<file path="src/rtl/pcera_pkg.sv">
// Package for the root port configuration access bridge.
// Holds address field layout, bus map constants, types shared by the bridge files.
package pcera_pkg;

  localparam int unsigned REG_LSB      = 2;
  localparam int unsigned REG_MSB      = 7;
  localparam int unsigned EXT_LSB      = 8;
  localparam int unsigned EXT_MSB      = 11;
  localparam int unsigned FUNC_LSB     = 12;
  localparam int unsigned FUNC_MSB     = 14;
  localparam int unsigned DEV_LSB      = 15;
  localparam int unsigned DEV_MSB      = 19;
  localparam int unsigned BUS_LSB      = 20;
  localparam int unsigned APERTURE_EXP = 20;
  localparam int unsigned BUS_MAX_W    = 8;
  localparam logic [7:0]  PRIMARY_BUS_RST = 8'h00;
  localparam logic [7:0]  SECONDARY_BUS_RST = 8'h00;
  localparam logic [7:0]  SUBORDINATE_BUS_RST = 8'h00;
  localparam logic [1:0]  RESP_OKAY    = 2'h0;
  localparam logic [1:0]  RESP_SLVERR  = 2'h2;

  // Routing decision for one access.
  typedef enum logic [1:0] {
    PCERA_ROUTE_LOCAL,
    PCERA_ROUTE_TYPE0,
    PCERA_ROUTE_TYPE1,
    PCERA_ROUTE_ERROR
  } pcera_route_t;

  // Decoded configuration address.
  typedef struct packed {
    logic [7:0] bus;
    logic [4:0] dev;
    logic [2:0] func;
    logic [3:0] ext_reg;
    logic [5:0] reg_num;
  } pcera_cfg_addr_t;

  // Configuration request towards the link.
  typedef struct packed {
    pcera_cfg_addr_t addr;
    logic            cfg_type1;
    logic            write;
    logic [3:0]      byte_en;
    logic [31:0]     data;
  } pcera_cfg_req_t;

  // Configuration completion from the link.
  typedef struct packed {
    logic        ok;
    logic [31:0] data;
  } pcera_cfg_cpl_t;

endpackage

</file>
<file path="src/rtl/pcera_decode.sv">
// Address field decoder and bus routing for configuration accesses.
// Assumes the bus numbers come from registered header fields on the same clock.
`timescale 1ns/1ns
module pcera_decode
  import pcera_pkg::*;
#(
  parameter int unsigned BUS_W = 8
)
(
  // Access address and bus map.
  input  wire logic [31:0]     addr_i,
  input  wire logic [7:0]      primary_bus_i,
  input  wire logic [7:0]      secondary_bus_i,
  input  wire logic [7:0]      subordinate_bus_i,
  // Result.
  output pcera_cfg_addr_t      cfg_addr_o,
  output pcera_route_t         route_o
);

  logic [7:0] bus;

  // Bits above the aperture width do not belong to the bus number.
  always_comb
  begin
    bus                = '0;
    bus[BUS_W-1:0]     = addr_i[BUS_LSB +: BUS_W];
    cfg_addr_o.bus     = bus;
    cfg_addr_o.dev     = addr_i[DEV_MSB:DEV_LSB];
    cfg_addr_o.func    = addr_i[FUNC_MSB:FUNC_LSB];
    cfg_addr_o.ext_reg = addr_i[EXT_MSB:EXT_LSB];
    cfg_addr_o.reg_num = addr_i[REG_MSB:REG_LSB];
  end

  always_comb
  begin
    if (bus == primary_bus_i)
      route_o = PCERA_ROUTE_LOCAL;
    else if (bus == secondary_bus_i)
      route_o = PCERA_ROUTE_TYPE0;
    else if (bus > secondary_bus_i && bus <= subordinate_bus_i)
      route_o = PCERA_ROUTE_TYPE1;
    else
      route_o = PCERA_ROUTE_ERROR;
  end

endmodule // pcera_decode

</file>
<file path="src/rtl/pcera_bridge.sv">
// Root port configuration access bridge: AXI4-Lite slave to config requests.
// Assumes one clock, a synchronous active-low reset and a link side on the same clock.
`timescale 1ns/1ns
module pcera_bridge
  import pcera_pkg::*;
#(
  parameter bit          ROOT_PORT_ENABLE     = 1'b1,
  parameter logic [31:0] CONTROL_BASE_ADDRESS = 32'h0000_0000,
  parameter logic [31:0] CONTROL_HIGH_ADDRESS = 32'h0fff_ffff,
  parameter logic [11:0] AER_CAP_BASE         = 12'h100,
  parameter logic [11:0] AER_CAP_LAST         = 12'h137
)
(
  // Clock and reset.
  input  wire logic            clk_i,
  input  wire logic            rst_n_i,
  // AXI4-Lite write address, data and response.
  input  wire logic [31:0]     s_axi_awaddr_i,
  input  wire logic            s_axi_awvalid_i,
  output logic                 s_axi_awready_o,
  input  wire logic [31:0]     s_axi_wdata_i,
  input  wire logic [3:0]      s_axi_wstrb_i,
  input  wire logic            s_axi_wvalid_i,
  output logic                 s_axi_wready_o,
  output logic [1:0]           s_axi_bresp_o,
  output logic                 s_axi_bvalid_o,
  input  wire logic            s_axi_bready_i,
  // AXI4-Lite read.
  input  wire logic [31:0]     s_axi_araddr_i,
  input  wire logic            s_axi_arvalid_i,
  output logic                 s_axi_arready_o,
  output logic [31:0]          s_axi_rdata_o,
  output logic [1:0]           s_axi_rresp_o,
  output logic                 s_axi_rvalid_o,
  input  wire logic            s_axi_rready_i,
  // Link configuration request and completion.
  output pcera_cfg_req_t       cfg_req_o,
  output logic                 cfg_req_valid_o,
  input  wire logic            cfg_req_ready_i,
  input  pcera_cfg_cpl_t       cfg_cpl_i,
  input  wire logic            cfg_cpl_valid_i,
  // Local header port, any device and function of the primary bus and any access outside the aperture, except dwords in the AER capability range.
  output logic                 local_en_o,
  output logic                 local_we_o,
  output logic [9:0]           local_index_o,
  output logic [3:0]           local_be_o,
  output logic [31:0]          local_wdata_o,
  input  wire logic [31:0]     local_rdata_i,
  // Requester read hold and abnormal termination event.
  output logic                 req_read_hold_o,
  output logic                 cfg_abort_pulse_o,
  // Bus numbers held in the local header.
  output logic [7:0]           primary_bus_o,
  output logic [7:0]           secondary_bus_o,
  output logic [7:0]           subordinate_bus_o
);

  // Number of low-order bits up to and including the highest bit where base and high differ.
  function automatic int unsigned diff_bits();
    int unsigned n;
    n = 0;
    for (int i = 0; i < 32; i++)
    begin
      if (CONTROL_BASE_ADDRESS[i] != CONTROL_HIGH_ADDRESS[i])
        n = i + 1;
    end
    return n;
  endfunction

  localparam int unsigned RAW_BITS = diff_bits();
  localparam int unsigned RAW_SIZE =
    (RAW_BITS > APERTURE_EXP) ? RAW_BITS - APERTURE_EXP : 1;
  localparam int unsigned CONFIG_APERTURE_SIZE = ROOT_PORT_ENABLE ?
    ((RAW_SIZE > BUS_MAX_W) ? BUS_MAX_W : RAW_SIZE) : 0;
  localparam int unsigned BUS_W = (CONFIG_APERTURE_SIZE == 0) ? 1 : CONFIG_APERTURE_SIZE;
  localparam int unsigned APERTURE_BITS = APERTURE_EXP + BUS_W;

  // Header dword that carries the three bus numbers.
  localparam logic [9:0]  BUS_NUM_DWORD = 10'h006;

  typedef enum logic [2:0] {
    ST_IDLE,
    ST_DECODE,
    ST_LOCAL,
    ST_LINK_REQ,
    ST_LINK_WAIT,
    ST_RESP
  } pcera_state_t;

  pcera_state_t     state_q;
  logic             is_write_q;
  logic [31:0]      addr_q;
  logic [31:0]      wdata_q;
  logic [3:0]       be_q;
  logic [1:0]       resp_q;
  logic [31:0]      rdata_q;
  logic             aw_seen_q;
  logic             w_seen_q;
  pcera_cfg_addr_t  cfg_addr;
  pcera_route_t     route;
  logic             in_aperture;
  logic             aer_hit;
  logic [9:0]       dword_index;

  pcera_decode #(
    .BUS_W            (BUS_W)
  ) u_decode (
    .addr_i           (addr_q),
    .primary_bus_i    (primary_bus_o),
    .secondary_bus_i  (secondary_bus_o),
    .subordinate_bus_i(subordinate_bus_o),
    .cfg_addr_o       (cfg_addr),
    .route_o          (route)
  );

  assign in_aperture = ((addr_q - CONTROL_BASE_ADDRESS) >> APERTURE_BITS) == 32'h0;
  assign dword_index = {cfg_addr.ext_reg, cfg_addr.reg_num};
  assign aer_hit     = ({dword_index, 2'b00} >= AER_CAP_BASE) &&
                       ({dword_index, 2'b00} <= AER_CAP_LAST);

  // Write address and data may arrive in either order; both are caught first.
  always_ff @(posedge clk_i)
  begin
    if (!rst_n_i)
    begin
      aw_seen_q <= 1'b0;
      w_seen_q  <= 1'b0;
    end
    else if (state_q == ST_IDLE)
    begin
      if (s_axi_awvalid_i && s_axi_awready_o)
        aw_seen_q <= 1'b1;
      if (s_axi_wvalid_i && s_axi_wready_o)
        w_seen_q <= 1'b1;
    end
    else if (state_q == ST_DECODE)
    begin
      aw_seen_q <= 1'b0;
      w_seen_q  <= 1'b0;
    end
  end

  always_ff @(posedge clk_i)
  begin
    if (!rst_n_i)
    begin
      s_axi_awready_o <= 1'b0;
      s_axi_wready_o  <= 1'b0;
      s_axi_arready_o <= 1'b0;
    end
    else
    begin
      // Reads get priority in idle; one access is open at a time.
      // Ready only rises on a pending valid, so a read and a write are never taken together.
      s_axi_arready_o <= state_q == ST_IDLE && !aw_seen_q && !w_seen_q && s_axi_arvalid_i &&
                         !s_axi_arready_o && !s_axi_awready_o && !s_axi_wready_o;
      s_axi_awready_o <= state_q == ST_IDLE && !aw_seen_q && s_axi_awvalid_i &&
                         (w_seen_q || !s_axi_arvalid_i) &&
                         !s_axi_awready_o && !s_axi_arready_o;
      s_axi_wready_o  <= state_q == ST_IDLE && !w_seen_q && s_axi_wvalid_i &&
                         (aw_seen_q || !s_axi_arvalid_i) &&
                         !s_axi_wready_o && !s_axi_arready_o;
    end
  end

  // Capture of the access.
  always_ff @(posedge clk_i)
  begin
    if (!rst_n_i)
    begin
      is_write_q <= 1'b0;
      addr_q     <= '0;
      wdata_q    <= '0;
      be_q       <= '0;
    end
    else if (state_q == ST_IDLE)
    begin
      if (s_axi_arvalid_i && s_axi_arready_o)
      begin
        is_write_q <= 1'b0;
        addr_q     <= s_axi_araddr_i;
        be_q       <= 4'hf;
      end
      if (s_axi_awvalid_i && s_axi_awready_o)
      begin
        is_write_q <= 1'b1;
        addr_q     <= s_axi_awaddr_i;
      end
      if (s_axi_wvalid_i && s_axi_wready_o)
      begin
        wdata_q <= s_axi_wdata_i;
        be_q    <= s_axi_wstrb_i;
      end
    end
  end

  // Main sequence.
  always_ff @(posedge clk_i)
  begin
    if (!rst_n_i)
      state_q <= ST_IDLE;
    else
    begin
      case (state_q)
        ST_IDLE:
          if ((s_axi_arvalid_i && s_axi_arready_o) ||
              ((aw_seen_q || (s_axi_awvalid_i && s_axi_awready_o)) &&
               (w_seen_q || (s_axi_wvalid_i && s_axi_wready_o))))
            state_q <= ST_DECODE;
        ST_DECODE:
          if (!ROOT_PORT_ENABLE || !in_aperture || route == PCERA_ROUTE_LOCAL)
            state_q <= ST_LOCAL;
          else if (route == PCERA_ROUTE_ERROR)
            state_q <= ST_RESP;
          else
            state_q <= ST_LINK_REQ;
        ST_LOCAL:
          state_q <= ST_RESP;
        ST_LINK_REQ:
          if (cfg_req_ready_i)
            state_q <= ST_LINK_WAIT;
        ST_LINK_WAIT:
          if (cfg_cpl_valid_i)
            state_q <= ST_RESP;
        ST_RESP:
          if ((s_axi_bvalid_o && s_axi_bready_i) || (s_axi_rvalid_o && s_axi_rready_i))
            state_q <= ST_IDLE;
        default:
          state_q <= ST_IDLE;
      endcase
    end
  end

  // Answer collection.
  always_ff @(posedge clk_i)
  begin
    if (!rst_n_i)
    begin
      resp_q  <= RESP_OKAY;
      rdata_q <= '0;
    end
    else if (state_q == ST_DECODE)
    begin
      resp_q  <= (ROOT_PORT_ENABLE && in_aperture && route == PCERA_ROUTE_ERROR) ?
                 RESP_SLVERR : RESP_OKAY;
      rdata_q <= '0;
    end
    else if (state_q == ST_LOCAL)
      rdata_q <= aer_hit ? 32'h0 : local_rdata_i;
    else if (state_q == ST_LINK_WAIT && cfg_cpl_valid_i)
    begin
      resp_q  <= cfg_cpl_i.ok ? RESP_OKAY : RESP_SLVERR;
      rdata_q <= cfg_cpl_i.data;
    end
  end

  // Local header access; device and function fields are ignored.
  always_ff @(posedge clk_i)
  begin
    if (!rst_n_i)
    begin
      local_en_o    <= 1'b0;
      local_we_o    <= 1'b0;
      local_index_o <= '0;
      local_be_o    <= '0;
      local_wdata_o <= '0;
    end
    else
    begin
      local_en_o    <= state_q == ST_DECODE && !aer_hit &&
                       (!ROOT_PORT_ENABLE || !in_aperture || route == PCERA_ROUTE_LOCAL);
      local_we_o    <= is_write_q;
      local_index_o <= dword_index;
      local_be_o    <= be_q;
      local_wdata_o <= wdata_q;
    end
  end

  // Bus numbers are snooped from writes to the local header.
  always_ff @(posedge clk_i)
  begin
    if (!rst_n_i)
    begin
      primary_bus_o     <= PRIMARY_BUS_RST;
      secondary_bus_o   <= SECONDARY_BUS_RST;
      subordinate_bus_o <= SUBORDINATE_BUS_RST;
    end
    else if (local_en_o && local_we_o && local_index_o == BUS_NUM_DWORD)
    begin
      if (local_be_o[0])
        primary_bus_o <= local_wdata_o[7:0];
      if (local_be_o[1])
        secondary_bus_o <= local_wdata_o[15:8];
      if (local_be_o[2])
        subordinate_bus_o <= local_wdata_o[23:16];
    end
  end

  // Link request; the control port stays stalled until completion.
  always_ff @(posedge clk_i)
  begin
    if (!rst_n_i)
    begin
      cfg_req_o       <= '0;
      cfg_req_valid_o <= 1'b0;
    end
    else if (state_q == ST_DECODE)
    begin
      cfg_req_o.addr      <= cfg_addr;
      cfg_req_o.cfg_type1 <= route == PCERA_ROUTE_TYPE1;
      cfg_req_o.write     <= is_write_q;
      cfg_req_o.byte_en   <= be_q;
      cfg_req_o.data      <= wdata_q;
      cfg_req_valid_o     <= ROOT_PORT_ENABLE && in_aperture &&
                             (route == PCERA_ROUTE_TYPE0 || route == PCERA_ROUTE_TYPE1);
    end
    else if (cfg_req_valid_o && cfg_req_ready_i)
      cfg_req_valid_o <= 1'b0;
  end

  // Hold later requester reads while a config read is open; flag aborts.
  always_ff @(posedge clk_i)
  begin
    if (!rst_n_i)
    begin
      req_read_hold_o   <= 1'b0;
      cfg_abort_pulse_o <= 1'b0;
    end
    else
    begin
      if (state_q == ST_LINK_REQ && cfg_req_ready_i && !is_write_q)
        req_read_hold_o <= 1'b1;
      else if (state_q == ST_LINK_WAIT && cfg_cpl_valid_i)
        req_read_hold_o <= 1'b0;
      cfg_abort_pulse_o <= state_q == ST_LINK_WAIT && cfg_cpl_valid_i &&
                           !cfg_cpl_i.ok;
    end
  end

  // Response channels.
  always_ff @(posedge clk_i)
  begin
    if (!rst_n_i)
    begin
      s_axi_bvalid_o <= 1'b0;
      s_axi_bresp_o  <= RESP_OKAY;
      s_axi_rvalid_o <= 1'b0;
      s_axi_rresp_o  <= RESP_OKAY;
      s_axi_rdata_o  <= '0;
    end
    else
    begin
      if (s_axi_bvalid_o && s_axi_bready_i)
        s_axi_bvalid_o <= 1'b0;
      else if (state_q == ST_RESP && is_write_q && !s_axi_bvalid_o)
      begin
        s_axi_bvalid_o <= 1'b1;
        s_axi_bresp_o  <= resp_q;
      end
      if (s_axi_rvalid_o && s_axi_rready_i)
        s_axi_rvalid_o <= 1'b0;
      else if (state_q == ST_RESP && !is_write_q && !s_axi_rvalid_o)
      begin
        s_axi_rvalid_o <= 1'b1;
        s_axi_rresp_o  <= resp_q;
        s_axi_rdata_o  <= rdata_q;
      end
    end
  end

endmodule // pcera_bridge

</file>
<file path="config.mk">
export PLATFORM = sky130hd
export DESIGN_NAME = pcera_bridge
export DESIGN_NICKNAME = d
export VERILOG_FILES = /design/src/rtl/pcera_pkg.sv /design/src/rtl/pcera_decode.sv /design/src/rtl/pcera_bridge.sv
export SDC_FILE = /design/constraint.sdc
export NUM_CORES = 1
export LEC_CHECK = 0
export BUFFER_PORTS_ARGS = -buffer_cell sky130_fd_sc_hd__clkbuf_2
export CAP_MARGIN = 20
export CORE_MARGIN = 4
export CORE_UTILIZATION = 55
export DETAILED_ROUTE_END_ITERATION = 8
export PLACE_DENSITY = 0.92
export SLEW_MARGIN = 20
export SYNTH_ARGS = -nofsm -noshare
export SYNTH_HDL_FRONTEND = slang
export SYNTH_SLANG_ARGS = --single-unit
</file>
<file path="constraint.sdc">
create_clock -name clk_i -period 6.8 [get_ports clk_i]
set_input_delay 0.68 -clock clk_i [delete_from_list [all_inputs] [get_ports clk_i]]
set_output_delay 0.68 -clock clk_i [all_outputs]
set_load 0.05 [all_outputs]
</file>
==> results.toml <==
[run_status]
run_status = "complete, no violations"

[sta]
rsz0062_at_grt = "no"
timing.final.crit_period_ns = 2.887
finalSetupViolCount = 0
timing.clock.skew_ns = 0.01069
min_period_over_period_pct = 42.46
max_slew.worst_pin.slew_ns = 0.9070
finalHoldViolCount = 0
achievable-frequency_mhz = 346.3
setup-tns-final_ns = 0
worst_slew_margin_rel_pct = 39.53
slew_viol_final = 0

[synthesis]
postSynthCellCount = 1248
yosys_most_used_dff = "sky130_fd_sc_hd__dfxtp_1"
ffs_latches_synth = 283
ys_warn_count = 0
yosysSeqAreaShare_pct = 50.95
asyncSetResetFlopFracSynth_pct = 0
netlist_area_um2 = 11120
number_of_synthesized_flops_with_an_enable_pin = 0
post_synth.cell_area_avg_um2 = 8.910
netlist-cell-type-count = 50

[routing]
initialDrtViolationCount = 560
postRouteAntennaNets = 0
drt-vias-per-instance = 5.483
routed-via-count = 10010
wl_um = 32200
routedWlPerCell_um = 17.64
drt_first_pass_iters = 5
drc = 0

[die]
die_area_um2 = 22560
floorplan.die.height_um = 150.2
floorplan.initialDensity_pct = 56.58
io_pins = 354
placement_rows = 51
core_region_area_um2 = 19650
die_w_um = 150.2

[power]
power_switching_uw = 1383
peakVddDrop_v = 0.0002512
share_seq_of_total_power_pct = 43.3
powerDensity_nw_per_um2 = 321.3
power.leakage_uw = 0.006329
report.power.total_uw = 4445
power.clock.fraction_pct = 35.0
cell_internal_pwr_uw = 3061
switching_share_pct = 31.12
combinationalPowerShare_pct = 21.7

[setup_path]
critPathArrivalTime_ns = 3.30
endpoint_kind = "register"
startpoint_type = "register"
cp_data_required_time_ns = 7.21
crit_path_top_delay_cell = "sky130_fd_sc_hd__dfxtp_2"
worst_r2r_startpoint = "s_axi_awready_o"
critical_path.max_fanout = 46
path_class = "register to register"
critical_path_start = "s_axi_awready_o"
cp_cell_sequence = "nand2_2, a21oi_4, buf_4, nand3_1, o211a_1"
critical_path.max_stage_delay_ns = 0.79

[finish]
drive_above_1_share_pct = 26.68
layout-area-overhead-vs-synth_pct = 24.42
final_nets = 1734
nFillCells = 1509
multi_input_combinational_cell_area_um2 = 5006
final_util_pct = 70.39
combined_flip_flop_and_latch_cell_area_um2 = 5667

[job]
max_cap_violations = 0

[clocking]
post_cts.repair.setup_buffers = 0
cts-root-to-sink-buffers = 3
htree_levels = 1
clk_pin_slew_worst_paths_ns = 0.06
post_cts_resize_count = 0
cts.sink_count = 283
library_cell_used_as_clock_root_buffer = "sky130_fd_sc_hd__clkbuf_16"
holdBufCountCts = 0
numCtsBuffers = 28
tritoncts = "built"
clk-insertion-delay-late_ns = 0.53

[global_route]
grt_pass1_vias = 9760
antenna_found_initial = 1
grt.overflow.total = 0
grt_pass1_wl_um = 49780
globalRouteTotalUtil_pct = 27.37
grt_max_degree = 149

[placement]
buffer_ports.inserted = 347
global_placement_routability_congestion = 0.8752
dp_hpwl_um = 22400

[worst_hold_path]
hold_path.class = "input port to register"
timing.hold.worst.start = "s_axi_wdata_i[6]"
metal layers:
metal  vias to the layer above  global-route usage [%]  routed length [um]  part of all wire (%)
met5                         -                       0                   0                     0
met4                         0                   12.90                1543                   4.8
met3                        94                   7.014                2716                   8.4
met2                       440                   47.80               15750                    49
met1                      4661                   31.31               12190                    38
li1                       4812                       -                   -                     -
metrics by stage:
step | hold WS (ns) | setup WS [ns] | cell area, um2 | instances
after global placement | 0.4388 | 3.022 | 12880 | 1776
after global routing | 0.3768 | 3.712 | 13830 | 1825
after CTS | 0.3626 | 3.521 | 13830 | 1824
after detailed placement | 0.4442 | 3.035 | 12880 | 1776
after floorplan | 0.4310 | 4.053 | 11120 | 1249
final | 0.3809 | 3.913 | 13830 | 1825
cell type report:
type,count,area share (%)
clock buffer,43,6.277
inverter,17,0.4612
sequential,283,40.96
multi-input combinational,854,36.19
tap,265,2.397
antenna,1,0.01809
clock inverter,5,0.5607
timing repair buffer,357,13.14
placed cells by master, fill, tap and decap left out, types with 5 or more instances in the layout:
master,count
sky130_fd_sc_hd__nor3b_1,7
sky130_fd_sc_hd__clkbuf_16,29
sky130_fd_sc_hd__nor2_1,13
sky130_fd_sc_hd__nor2b_1,29
sky130_fd_sc_hd__nor4_1,5
sky130_fd_sc_hd__inv_1,17
sky130_fd_sc_hd__ha_1,19
sky130_fd_sc_hd__o211a_1,30
sky130_fd_sc_hd__nand3_1,66
sky130_fd_sc_hd__o21ai_0,5
sky130_fd_sc_hd__nand2_1,298
sky130_fd_sc_hd__a21oi_1,44
sky130_fd_sc_hd__nor3_1,37
sky130_fd_sc_hd__clkbuf_2,346
sky130_fd_sc_hd__a21boi_1,22
sky130_fd_sc_hd__buf_4,10
sky130_fd_sc_hd__o22ai_1,32
sky130_fd_sc_hd__clkbuf_8,9
sky130_fd_sc_hd__clkbuf_1,5
sky130_fd_sc_hd__mux2i_1,25
sky130_fd_sc_hd__a21boi_0,114
sky130_fd_sc_hd__and2_1,49
sky130_fd_sc_hd__xor2_1,8
sky130_fd_sc_hd__dfxtp_1,282
flip-flops by register name (all words and copies together) (netlist names), 3 cells and up:
name               flops
state_q                3
local_index_o         10
secondary_bus_o        8
addr_q                30
local_be_o             4
primary_bus_o          8
s_axi_rdata_o         32
rdata_q               32
cfg_req_o             64
subordinate_bus_o      8
wdata_q               32
be_q                   4
local_wdata_o         32
critical path: cells and delay by family (launching register included):
| family | cells | cell delay [ns] |
|---|---|---|
| compound gates | 2 | 0.73 |
| buf+inv | 1 | 0.48 |
| flops | 1 | 0.79 |
| simple gates | 2 | 0.75 |
power groups by stage:
stage | Combinational (uW) | Sequential [uW] | Clock, uW
after floorplan | 607 | 2020 | 0
after global placement | 928 | 1950 | 0
after detailed placement | 957 | 1960 | 0
after CTS | 960 | 1920 | 1580
after global routing | 1050 | 1940 | 1660
final | 963 | 1920 | 1560
kinds of logic after synthesis:
logic type                 synth area share, %
DFF                                      50.95
adders and majority gates                2.138
other                                  0.03372
buffers and inverters                    4.298
and+or+nand+nor                          22.57
muxes                                    2.250
AOI/OAI and AO/OA                        17.13
xor gates and xnor gates                0.6302
cell usage after synthesis, types with 4 or more instances:
cell type	n	area share, %
sky130_fd_sc_hd__a21boi_0	114	7.7
sky130_fd_sc_hd__a21boi_1	22	1.5
sky130_fd_sc_hd__a21oi_1	44	2.0
sky130_fd_sc_hd__and2_1	49	2.8
sky130_fd_sc_hd__buf_1	4	0.13
sky130_fd_sc_hd__buf_2	25	1.1
sky130_fd_sc_hd__buf_4	5	0.34
sky130_fd_sc_hd__clkbuf_1	60	2.0
sky130_fd_sc_hd__dfxtp_1	283	51
sky130_fd_sc_hd__ha_1	19	2.1
sky130_fd_sc_hd__inv_1	17	0.57
sky130_fd_sc_hd__mux2i_1	25	2.3
sky130_fd_sc_hd__nand2_1	301	10
sky130_fd_sc_hd__nand2_4	4	0.41
sky130_fd_sc_hd__nand3_1	66	3.0
sky130_fd_sc_hd__nand4_1	4	0.23
sky130_fd_sc_hd__nor2_1	13	0.44
sky130_fd_sc_hd__nor2b_1	29	1.6
sky130_fd_sc_hd__nor3_1	37	1.7
sky130_fd_sc_hd__nor3b_1	8	0.54
sky130_fd_sc_hd__nor4_1	5	0.28
sky130_fd_sc_hd__o211a_1	30	2.7
sky130_fd_sc_hd__o21ai_0	5	0.23
sky130_fd_sc_hd__o22ai_1	32	1.8
sky130_fd_sc_hd__xor2_1	8	0.63
path summary, 6_finish.rpt:
path,end,slack [ns],cells past startpoint
max,addr_q[29],3.91,5
max reg2reg,addr_q[29],3.91,5
min reg2reg,cfg_req_o[26],0.45,2
min,wdata_q[6],0.38,3
Power figures use the tool's default switching activity.
